<file path="config.mk">
export PLATFORM = sky130hd
export DESIGN_NAME = dms_core
export DESIGN_NICKNAME = d
export VERILOG_FILES = /design/src/inc/dms_pkg.sv /design/src/rtl/dms_core.sv /design/src/rtl/dms_sync.sv /design/src/rtl/dms_baud.sv
export VERILOG_INCLUDE_DIRS = /design/src /design/src/inc
export SDC_FILE = /design/constraint.sdc
export NUM_CORES = 1
export LEC_CHECK = 0
export ABC_AREA = 1
export BUFFER_PORTS_ARGS = -buffer_cell sky130_fd_sc_hd__buf_2
export CORE_MARGIN = 10
export CORE_UTILIZATION = 35
export DETAILED_ROUTE_END_ITERATION = 8
export GPL_TIMING_DRIVEN = 0
export HOLD_SLACK_MARGIN = 0.06
export RECOVER_POWER = 100
export SYNTH_ARGS = -nofsm -noshare
export SYNTH_HDL_FRONTEND = slang
export SYNTH_SLANG_ARGS = --single-unit
</file>
<file path="constraint.sdc">
create_clock -name ref_clk_i -period 2.8 [get_ports ref_clk_i]
set_clock_uncertainty 0.15 [all_clocks]
set_input_delay 0.56 -clock ref_clk_i [delete_from_list [all_inputs] [get_ports ref_clk_i]]
set_output_delay 0.56 -clock ref_clk_i [all_outputs]
set_load 0.05 [all_outputs]
</file>
<file path="src/inc/dms_params.svh">
// register indices, field positions, reset values and timing counts
`ifndef DMS_PARAMS_SVH
`define DMS_PARAMS_SVH

// ----------------------------------------------------------------
// register word indices (byte address is four times the index)
// ----------------------------------------------------------------
`define DMS_IDX_ASYNC 16'hff70
`define DMS_IDX_STATUS 16'hff71
`define DMS_IDX_CLOCKED 16'hff72
`define DMS_IDX_DATA 16'hff74
`define DMS_IDX_BAUD 16'hff76

// ----------------------------------------------------------------
// field positions
// ----------------------------------------------------------------
`define DMS_AM_TXE 7
`define DMS_AM_RXE 6
`define DMS_AM_PSH 5
`define DMS_AM_PSL 4
`define DMS_AM_CL 3
`define DMS_AM_SL 2
`define DMS_CM_EN 7
`define DMS_CM_DIR 2
`define DMS_CM_SRC 1
`define DMS_ES_PE 2
`define DMS_ES_FE 1
`define DMS_ES_OV 0

// ----------------------------------------------------------------
// reset values and timing counts
// ----------------------------------------------------------------
`define DMS_ASYNC_RST 8'h00
`define DMS_CLOCKED_RST 8'h00
`define DMS_TXS_RST 8'hff
`define DMS_BAUD_RST 8'h00
`define DMS_OS_LAST 4'hf
`define DMS_OS_MID 4'h7

`endif

</file>
<file path="src/inc/dms_pkg.sv">
// types shared by the dual mode serial core
package dms_pkg;

  typedef enum logic [2:0] {
    RX_IDLE = 3'h0,
    RX_START = 3'h1,
    RX_DATA = 3'h3,
    RX_PAR = 3'h2,
    RX_STOP = 3'h6
  } dms_rx_state_t;

  typedef struct packed {
    logic s1;
    logic s2;
  } dms_sync_state_t;

  typedef struct packed {
    logic [7:0] cnt;
    logic tick;
  } dms_baud_state_t;

  typedef struct packed {
    logic ack;
    logic [7:0] rd;
    logic [7:0] am;
    logic [7:0] cm;
    logic [7:0] bg;
    logic [7:0] txs;
    logic [2:0] es;
    logic [7:0] rxb;
    logic rx_full;
    logic tx_busy;
    logic [11:0] tx_sh;
    logic [3:0] tx_left;
    logic [3:0] tx_os;
    logic txd;
    dms_rx_state_t rx_st;
    logic [3:0] rx_os;
    logic [3:0] rx_idx;
    logic [7:0] rx_sh;
    logic rx_par;
    logic cs_busy;
    logic [3:0] cs_k;
    logic sck;
    logic sck_prev;
    logic so;
  } dms_state_t;

endpackage

</file>
<file path="src/rtl/dms_core.sv">
// dual mode serial core: async character mode and 3-wire clocked mode
//
// The Avalon-MM register port is this design's own decision.
`timescale 1ns/1ps
`default_nettype none
`include "dms_params.svh"

module dms_core (
  input wire logic ref_clk_i,
  input wire logic rst_i,
  input wire logic ce_i,
  input wire logic [15:0] avs_address_i,
  input wire logic avs_read_i,
  input wire logic avs_write_i,
  input wire logic [3:0] avs_byteenable_i,
  input wire logic [31:0] avs_writedata_i,
  output logic [31:0] avs_readdata_o,
  output logic avs_waitrequest_o,
  input wire logic async_receive_pin_i,
  output logic async_transmit_pin_o,
  input wire logic clocked_data_in_i,
  output logic clocked_data_out_o,
  input wire logic serial_clock_pin_i,
  output logic serial_clock_pin_o,
  output logic serial_clock_pin_oe_o
);
  import dms_pkg::*;

  dms_state_t st_reg;
  dms_state_t st_next;
  logic rxd_s, si_s, sck_s, tick, baud_run, wr_acc, rd_snap, wr_data;
  logic rx_done, has_par, par_bit, sck_cur, sck_rise, sck_fall;
  logic [1:0] ps;
  logic [3:0] nbits;
  logic [3:0] tx_total;
  logic [7:0] wd;
  logic [7:0] tx_data;
  logic [7:0] rd_val;
  logic [11:0] frame;
  logic [2:0] cs_pos;

  // ----------------------------------------------------------------
  // pin synchronisers and baud tick
  // ----------------------------------------------------------------
  dms_sync u_sync_rxd (.ref_clk_i(ref_clk_i), .rst_i(rst_i), .ce_i(ce_i),
    .d_i(async_receive_pin_i), .q_o(rxd_s));
  dms_sync u_sync_si (.ref_clk_i(ref_clk_i), .rst_i(rst_i), .ce_i(ce_i),
    .d_i(clocked_data_in_i), .q_o(si_s));
  dms_sync u_sync_sck (.ref_clk_i(ref_clk_i), .rst_i(rst_i), .ce_i(ce_i),
    .d_i(serial_clock_pin_i), .q_o(sck_s));

  assign baud_run = st_reg.am[`DMS_AM_TXE] | st_reg.am[`DMS_AM_RXE]
                  | (st_reg.cm[`DMS_CM_EN] & st_reg.cm[`DMS_CM_SRC]);

  dms_baud u_baud (.ref_clk_i(ref_clk_i), .rst_i(rst_i), .ce_i(ce_i),
    .run_i(baud_run), .div_i(st_reg.bg), .tick_o(tick));

  // ----------------------------------------------------------------
  // bus decode
  // ----------------------------------------------------------------
  // read side effects happen at the snapshot edge so that an event
  // landing between snapshot and acceptance is never cleared unseen
  assign avs_waitrequest_o = (avs_read_i | avs_write_i) & ~st_reg.ack;
  assign wr_acc = avs_write_i & st_reg.ack & avs_byteenable_i[0];
  assign rd_snap = avs_read_i & ~st_reg.ack;
  assign wr_data = wr_acc & (avs_address_i == `DMS_IDX_DATA);
  assign wd = avs_writedata_i[7:0];

  always_comb begin
    case (avs_address_i)
      `DMS_IDX_ASYNC: rd_val = st_reg.am;
      `DMS_IDX_STATUS: rd_val = {5'h00, st_reg.es};
      `DMS_IDX_CLOCKED: rd_val = st_reg.cm;
      `DMS_IDX_DATA: rd_val = st_reg.rxb;
      `DMS_IDX_BAUD: rd_val = st_reg.bg;
      default: rd_val = 8'h00;
    endcase
  end

  // ----------------------------------------------------------------
  // frame builder and helpers
  // ----------------------------------------------------------------
  assign ps = st_reg.am[`DMS_AM_PSH:`DMS_AM_PSL];
  assign has_par = (ps != 2'h0);
  assign nbits = st_reg.am[`DMS_AM_CL] ? 4'h8 : 4'h7;
  assign tx_total = 4'h1 + nbits + {3'h0, has_par}
                  + (st_reg.am[`DMS_AM_SL] ? 4'h2 : 4'h1);
  assign tx_data = st_reg.am[`DMS_AM_CL] ? wd : {1'b0, wd[6:0]};

  always_comb begin
    case (ps)
      2'h1: par_bit = 1'b0;
      2'h2: par_bit = ~^tx_data;
      default: par_bit = ^tx_data;
    endcase
    // trailing ones double as stop bits
    frame = 12'hfff;
    frame[0] = 1'b0;
    frame[8:1] = tx_data;
    if (!st_reg.am[`DMS_AM_CL]) begin
      frame[8] = 1'b1;
    end
    if (has_par) begin
      frame[nbits + 4'h1] = par_bit;
    end
  end

  assign rx_done = (st_reg.rx_st == RX_STOP) & tick
                 & (st_reg.rx_os == `DMS_OS_LAST);
  assign sck_cur = st_reg.cm[`DMS_CM_SRC] ? st_reg.sck : sck_s;
  assign sck_rise = ~st_reg.sck_prev & sck_cur;
  assign sck_fall = st_reg.sck_prev & ~sck_cur;
  assign cs_pos = st_reg.cm[`DMS_CM_DIR] ? st_reg.cs_k[2:0]
                : 3'h7 - st_reg.cs_k[2:0];

  // ----------------------------------------------------------------
  // next state
  // ----------------------------------------------------------------
  always_comb begin
    st_next = st_reg;
    st_next.ack = (avs_read_i | avs_write_i) & ~st_reg.ack;
    st_next.sck_prev = sck_cur;

    if (rd_snap) begin
      st_next.rd = rd_val;
      if (avs_address_i == `DMS_IDX_STATUS) begin
        st_next.es = 3'h0;
      end
      if (avs_address_i == `DMS_IDX_DATA) begin
        st_next.rx_full = 1'b0;
      end
    end

    if (wr_acc) begin
      case (avs_address_i)
        `DMS_IDX_ASYNC: st_next.am = wd;
        `DMS_IDX_CLOCKED: st_next.cm = wd;
        `DMS_IDX_BAUD: st_next.bg = wd;
        `DMS_IDX_DATA: st_next.txs = wd;
        default: st_next.bg = st_reg.bg;
      endcase
    end

    // async transmitter
    if (!st_reg.am[`DMS_AM_TXE]) begin
      st_next.tx_busy = 1'b0;
      st_next.txd = 1'b1;
    end else if (st_reg.tx_busy) begin
      if (tick) begin
        st_next.tx_os = st_reg.tx_os + 4'h1;
        if (st_reg.tx_os == `DMS_OS_LAST) begin
          st_next.tx_sh = {1'b1, st_reg.tx_sh[11:1]};
          st_next.tx_left = st_reg.tx_left - 4'h1;
          st_next.txd = st_reg.tx_sh[1];
          if (st_reg.tx_left == 4'h1) begin
            st_next.tx_busy = 1'b0;
            st_next.txd = 1'b1;
          end
        end
      end
    end else if (wr_data && !st_reg.cm[`DMS_CM_EN]) begin
      st_next.tx_busy = 1'b1;
      st_next.tx_sh = frame;
      st_next.tx_left = tx_total;
      st_next.tx_os = 4'h0;
      st_next.txd = frame[0];
    end

    // async receiver
    if (!st_reg.am[`DMS_AM_RXE]) begin
      st_next.rx_st = RX_IDLE;
    end else begin
      if (tick && st_reg.rx_st != RX_IDLE) begin
        st_next.rx_os = st_reg.rx_os + 4'h1;
      end
      case (st_reg.rx_st)
        RX_IDLE: begin
          if (!rxd_s) begin
            st_next.rx_st = RX_START;
            st_next.rx_os = 4'h0;
          end
        end
        RX_START: begin
          // a glitch shorter than half a bit is not a start
          if (tick && st_reg.rx_os == `DMS_OS_MID) begin
            st_next.rx_os = 4'h0;
            st_next.rx_idx = 4'h0;
            st_next.rx_sh = 8'h00;
            st_next.rx_par = 1'b0;
            st_next.rx_st = rxd_s ? RX_IDLE : RX_DATA;
          end
        end
        RX_DATA: begin
          if (tick && st_reg.rx_os == `DMS_OS_LAST) begin
            st_next.rx_sh[st_reg.rx_idx[2:0]] = rxd_s;
            st_next.rx_par = st_reg.rx_par ^ rxd_s;
            st_next.rx_idx = st_reg.rx_idx + 4'h1;
            if (st_reg.rx_idx == nbits - 4'h1) begin
              st_next.rx_st = has_par ? RX_PAR : RX_STOP;
            end
          end
        end
        RX_PAR: begin
          if (tick && st_reg.rx_os == `DMS_OS_LAST) begin
            st_next.rx_par = st_reg.rx_par ^ rxd_s;
            st_next.rx_st = RX_STOP;
          end
        end
        RX_STOP: begin
          if (rx_done) begin
            st_next.rx_st = RX_IDLE;
            st_next.rxb = st_reg.am[`DMS_AM_CL] ? st_reg.rx_sh
                        : {1'b0, st_reg.rx_sh[6:0]};
            st_next.rx_full = 1'b1;
            // flag sets come after the read clear, so a set wins
            if (!rxd_s) begin
              st_next.es[`DMS_ES_FE] = 1'b1;
            end
            if (ps[1] && (ps[0] ? st_reg.rx_par : ~st_reg.rx_par)) begin
              st_next.es[`DMS_ES_PE] = 1'b1;
            end
            if (st_reg.rx_full) begin
              st_next.es[`DMS_ES_OV] = 1'b1;
            end
          end
        end
        default: st_next.rx_st = RX_IDLE;
      endcase
    end

    // clocked 3-wire engine
    if (!st_reg.cm[`DMS_CM_EN]) begin
      st_next.cs_busy = 1'b0;
      st_next.sck = 1'b1;
    end else if (st_reg.cs_busy) begin
      // no toggle on the cycle the last rise is seen: sck stays high
      if (st_reg.cm[`DMS_CM_SRC] && tick && !sck_rise) begin
        st_next.sck = ~st_reg.sck;
      end
      if (sck_rise) begin
        st_next.rx_sh[cs_pos] = si_s;
        st_next.cs_k = st_reg.cs_k + 4'h1;
        if (st_reg.cs_k == 4'h7) begin
          st_next.cs_busy = 1'b0;
          st_next.rxb = st_next.rx_sh;
          st_next.rx_full = 1'b1;
        end
      end else if (sck_fall) begin
        st_next.so = st_reg.txs[cs_pos];
      end
    end else if (wr_data) begin
      st_next.cs_busy = 1'b1;
      st_next.cs_k = 4'h0;
      st_next.sck = 1'b1;
      st_next.so = st_reg.cm[`DMS_CM_DIR] ? wd[0] : wd[7];
    end
  end

  // ----------------------------------------------------------------
  // state register
  // ----------------------------------------------------------------
  // the receive buffer is cleared only because the struct is; software
  // must not rely on its value before the first character
  always_ff @(posedge ref_clk_i) begin
    if (rst_i) begin
      st_reg <= '0;
      st_reg.am <= `DMS_ASYNC_RST;
      st_reg.cm <= `DMS_CLOCKED_RST;
      st_reg.bg <= `DMS_BAUD_RST;
      st_reg.txs <= `DMS_TXS_RST;
      st_reg.txd <= 1'b1;
      st_reg.sck <= 1'b1;
      st_reg.sck_prev <= 1'b1;
      st_reg.so <= 1'b1;
    end else if (ce_i) begin
      st_reg <= st_next;
    end
  end

  assign avs_readdata_o = {24'h00_0000, st_reg.rd};
  assign async_transmit_pin_o = st_reg.txd;
  assign clocked_data_out_o = st_reg.so;
  assign serial_clock_pin_o = st_reg.sck;
  assign serial_clock_pin_oe_o = st_reg.cm[`DMS_CM_EN]
                               & st_reg.cm[`DMS_CM_SRC];
endmodule
`default_nettype wire

</file>
<file path="src/rtl/dms_sync.sv">
// two-flop synchroniser for one pin input
`timescale 1ns/1ps
`default_nettype none
module dms_sync (
  input wire logic ref_clk_i,
  input wire logic rst_i,
  input wire logic ce_i,
  input wire logic d_i,
  output logic q_o
);
  import dms_pkg::*;

  dms_sync_state_t st_reg;
  dms_sync_state_t st_next;

  always_comb begin
    st_next = st_reg;
    st_next.s1 = d_i;
    st_next.s2 = st_reg.s1;
  end

  // lines idle high, so reset to that level
  always_ff @(posedge ref_clk_i) begin
    if (rst_i) begin
      st_reg <= 2'h3;
    end else if (ce_i) begin
      st_reg <= st_next;
    end
  end

  assign q_o = st_reg.s2;
endmodule
`default_nettype wire

</file>
<file path="src/rtl/dms_baud.sv">
// baud tick divider: one tick every div_i+1 clocks while running
`timescale 1ns/1ps
`default_nettype none
module dms_baud (
  input wire logic ref_clk_i,
  input wire logic rst_i,
  input wire logic ce_i,
  input wire logic run_i,
  input wire logic [7:0] div_i,
  output logic tick_o
);
  import dms_pkg::*;

  dms_baud_state_t st_reg;
  dms_baud_state_t st_next;

  always_comb begin
    st_next = st_reg;
    st_next.tick = 1'b0;
    if (!run_i) begin
      st_next.cnt = 8'h00;
    end else if (st_reg.cnt >= div_i) begin
      st_next.cnt = 8'h00;
      st_next.tick = 1'b1;
    end else begin
      st_next.cnt = st_reg.cnt + 8'h01;
    end
  end

  always_ff @(posedge ref_clk_i) begin
    if (rst_i) begin
      st_reg <= '0;
    end else if (ce_i) begin
      st_reg <= st_next;
    end
  end

  assign tick_o = st_reg.tick;
endmodule
`default_nettype wire

</file>
* Word level (Yosys, flattened, before mapping)
Index checks and enable logic that the tools add are counted.
** Storage, ports and cells
- Register bits :: 118
- Input bits :: 60
- Output and inout bits :: 37
** Operators by class
- Add/sub/neg operators :: 11
- Magnitude comparators :: 7
- Equal/unequal tests :: 36
- Multiplexer cells :: 81
- Bitwise operators :: 19
- Reductions and logical operators :: 36
** Operators by type and width (count)
- 16-bit equality test, second input constant :: 5
- 22-bit two-way mux :: 3
- 8-bit two-way mux :: 7
- 12-bit two-way mux :: 4
- 9-bit two-way mux :: 5
- 8-bit one-hot mux with 5 select lines :: 1
- 1-bit two-way mux :: 29
- 3-bit two-way mux :: 9
- 12-bit one-hot mux with 2 select lines :: 1
- 4-bit by 1-bit adder with 4-bit output, second input constant :: 5
- 20-bit two-way mux :: 1
- 3-bit != test, second input constant :: 6
- 17-bit two-way mux :: 1
- 8-bit bitwise mux :: 2
- 3-bit by 2-bit != test with 1-bit output, second input constant :: 5
- 3-bit one-hot mux with 5 select lines :: 1
- 3-bit AND reduction :: 5
- 5-bit AND reduction :: 3
- 13-bit two-way mux :: 1
- 12-bit bitwise mux :: 1
- 6-bit two-way mux :: 2
- 4-bit AND reduction :: 3
- 1-bit AND :: 10
- 1-bit logical AND :: 10
- other kinds (43) :: 70

* Logic depth before layout (Yosys ltp)
- Word-level depth :: 13
- Gate-level depth with buffers :: 14

* Cells and area by module
Synthesis repeated with hierarchy kept, for this count alone.
** Second synthesis, totals
- Cells, all modules :: 1103
- Area, all modules :: 7402.1 um^2
** By module, submodules not included
- dms_core :: instances 1, cells each 954, area an instance 6426.2 um^2, seq. area each 2042.0 um^2
- dms_baud :: instances 1, cells each 119, area an instance 758.2 um^2, seq. area each 180.2 um^2
- dms_sync :: instances 3, cells each 10, area an instance 72.6 um^2, seq. area each 40.0 um^2

* Least setup slack after synthesis
Ideal clock, no wire load.
- Path kind :: register -> register
- From :: register st_reg, in the netlist serial_clock_pin_o
- To :: register st_reg[58] (netlist name)
- Library setup time :: 131 ps
- Data arrival time :: 1756 ps
- Required time :: 2519 ps
- Setup slack :: 763 ps
- Cell stages (with the launch flop) :: 11
- Clock period less this slack :: 2037 ps
- Cell sequence :: dfxtp_1 > inv_1 > a21oi_2 > nand2_2 > nor2_4 > nand2_4 > buf_6 > a31oi_1 > nand3_1 > nand2_1 > a21oi_2
** Between the ends
- Word-level cells in the longest chain between the ends :: 5
** RTL lines
- from (decl) :: line dms_core.sv:29 : dms_state_t st_reg;
- from (signal assigned) :: line dms_core.sv:276 : st_reg <= st_next;
- 1-bit two-way mux :: line dms_core.sv:110 : assign sck_cur = st_reg.cm[`DMS_CM_SRC] ? st_reg.sck : sck_s;
- 1-bit AND :: line dms_core.sv:111 : assign sck_rise = ~st_reg.sck_prev & sck_cur;
- 9-bit two-way mux :: line dms_core.sv:240 : if (sck_rise) begin
- 9-bit two-way mux :: line dms_core.sv:235 : end else if (st_reg.cs_busy) begin
- 9-bit two-way mux :: line dms_core.sv:232 : if (!st_reg.cm[`DMS_CM_EN]) begin
Every way passes these cells.
A chain may end at the register's enable or synchronous reset.

* Final worst setup path
- From :: register st_reg[26] (netlist name)
- To :: register st_reg[26] (netlist name)
** Between the ends
- Word-level cells in the longest chain between the ends :: 5
** RTL lines
- 3-bit equality test :: line dms_core.sv:108, dms_core.sv:176
- 1-bit AND (2 in a row) :: line dms_core.sv:108 : assign rx_done = (st_reg.rx_st == RX_STOP) & tick
- 3-bit != test (no source line)
- 7-bit AND reduction (no source line)
Parallel ways exist; a longest one is shown, timed or not.

==> impl_results.md <==
- Status: completed
- Detailed Route Iter0 Violations: 601
- Largest net degree at the start of global routing: 17
- Placer Congestion: 0.925
- Share of layout cells above drive strength 1: 11.2%
- Total Routing Usage GR: 16.8%
- CP bufs+invs: 1
- Crit path from: st_reg[26]
- Power Dens Cells: 515 mW/mm^2
- Ys Warns: 0
- CP top delay family: simple AND/OR/NAND/NOR gates
- Drt total wl: 22.2 mm
- Compound-Gate Fraction of Synth Area: 16.2%
- Dpl ws: 0.275 ns
- Post-synthesis adder-cell area fraction: 3.45%
- Diodes inserted: 0
- Router iterations before antenna repair: 5
- Sequential share of the synthesized area: 32.9%
- Max_cap viols: 0
- Post-synthesis mux area share: 0%
- Final period utilization: 85.4%
- Area contributors post-synth: dfxtp_1 (33%), nand2_1 (15%), inv_1 (6.1%)
- Pins Over Slew Limit: 0
- HP Start: serial_clock_pin_i
- Gates resized, CTS repair: 0
- Slowest cell on the critical path: nor2_1
- H-tree levels: 4
- Yosys reg bits: 117
- Final Power: 4.26 mW
- Final net count: 1,236
- Critical Path RT: 2.99 ns
- Worst VDD drop: 0.000427 V
- Worst hold path class: in -> reg
- Mean Syn Cell Area: 6.65 um^2
- Hold Slack: 0.182 ns
- Setup Fix Bufs, Post-CTS: 0
- Slew margin rel.: 47.9%
- Clock sinks: 117
- Synthesized cell area: 0.00712 mm^2
- Routed vias/inst: 4.88
- Via Count: 7,028
- Cts bufs inserted: 17
- Final min period: 2.39 ns
- Worst Tran Pin Value: 0.782 ns
- DRC Markers: 0
- Critical path cell sequence: inv_1, nor2_2, nand2_1, nor2_1, o21a_1, nor2_1, nand2_1, nor2_1, a211oi_1
- Clk_lat worst skew: 0.43 ns
- Max FO, Critical Path: 9
- Cell accounting for the most synthesized area: dfxtp_1
- PnR worst setup slack: 0.409 ns
- IO Count: 97
- Area Overhead vs Synth: 16.2%
- Row cnt: 52
- PortBufs: 44
- Dpl hpwl: 17.0 mm
- Unrepaired setup endpoints after global routing: no
- Slowest cell delay on critical path: 0.60 ns
- Ys flop type: dfxtp_1
- CTS tree: yes
- Core ar.: 0.0201 mm^2
- RR Startpoint: st_reg[26]
- EDFF count, synth: 0
- CTS Root Cell: clkbuf_16
- Reg2Reg Setup Slack: 0.41 ns
- Final setup violating endpoints: 0
- Kind of critical path: reg -> reg
- Count leader, synth: nand2_1
- Simple-Gate Fraction of Synth Area: 33.3%
- Vias in the first global route: 6,465
- DRT antenna net count: 0
- Post-synth cell types: 49
- CP Launch Type: flip-flop
- WP data arrival: 2.58 ns
- Post-Synth XOR/XNOR Area: 1.11%
- Starting density of the core: 35.4%
- Die ar.: 0.0264 mm^2
- Post-synth ARST share: 0%
- Hold-fix buffers, CTS: 0
- Top-area cell type share of the netlist area: 32.9%
- Worst-case clock buffer depth: 2
- Setup TNS: 0 ns
- First-pass GRT wire length: 35.1 mm
- Fmax achieved: 0.418 GHz
- Worst-path clk slew: 0.06 ns
- WL/cell: 15.4 um
- Chip width: 163 um
- Fin. Hold Viols: 0
- Grt total ovfl: 0
- Cells after Synth: 1,071
- CP endpoint kind: flip-flop
- Die height: 163 um
- Antenna violations before repair: 0
- LEAKAGE: 3.65 nW
- Commonest cells post-synth: nand2_1 (285), dfxtp_1 (117), inv_1 (116)
- Largest register FFs: 89
- Combinational family with the most area after synthesis: simple AND/OR/NAND/NOR gates
- Crit-path most repeated cell: nor2_1
[tightest hold or removal path, delay by kind of cell]
| family | cells | cell delay (ns) |
|---|---|---|
| buffers and inverters | 1 | 0.07 |
| and+or+nand+nor | 2 | 0.10 |
[layer usage]
metal	GRT usage, %	vias to the layer above	routed length [um]
li1	-	3624	-
met1	22.5	3194	10500
met2	25.6	179	9920
met3	4.20	31	1270
met4	5.70	0	427
met5	0	-	0
[metrics by stage]
| stage | cells | instance area, um^2 | utilization [%] |
|---|---|---|---|
| floorplan | 1094 | 7200 | - |
| global placement | 1408 | 7760 | 38.6 |
| detailed placement | 1408 | 7760 | 38.6 |
| CTS | 1440 | 8360 | 41.6 |
| global route | 1440 | 8270 | 41.1 |
| finish | 1440 | 8270 | 41.1 |
[worst paths after layout]
check,end,cells past startpoint
setup / recovery,st_reg[26],9
hold / removal,u_sync_sck.st_next[0],3
setup reg to reg,st_reg[26],9
hold reg to reg,u_sync_sck.st_next[0],2
[where the power goes]
part | total, mW | internal [mW] | switching (mW)
Sequential | 1.69 | 1.68 | 0.00960
Clock | 2.25 | 1.36 | 0.889
Combinational | 0.325 | 0.0774 | 0.248
[placed cells by master, fill, tap and decap left out, types with 5 or more instances in the layout]
cell         n
inv_1      119
xor2_1       7
o22ai_1      8
a21oi_1     85
clkbuf_1    41
conb_1      24
dfxtp_1    117
a211oi_1    16
ha_1        18
o211ai_1    18
clkbuf_16   17
nor3_1      18
nand2_1    289
inv_6        5
inv_2        5
buf_6        5
nor2_1     105
buf_4       32
nand3_1     76
o21ai_0     53
nand4_1     17
buf_2       34
[cell families (layout without fill, tap and decap cells)]
group	after synthesis	count (layout)
fa+ha+maj	19	19
simple gates	530	530
xor+xnor	9	9
other cells	1	24
flops	117	117
compound gates	200	200
buf+inv	195	271
[layout make-up]
type                       instances  area [um^2]
sequential                       117         2340
tap                              270          338
fill                            2155        11800
inverter                         126          485
clock inverter                    14          164
buffer                            69          422
multi-input combinational        782         3880
clock buffer                      18          439
timing repair buffer              44          203
(Power assumes the default switching activity.)
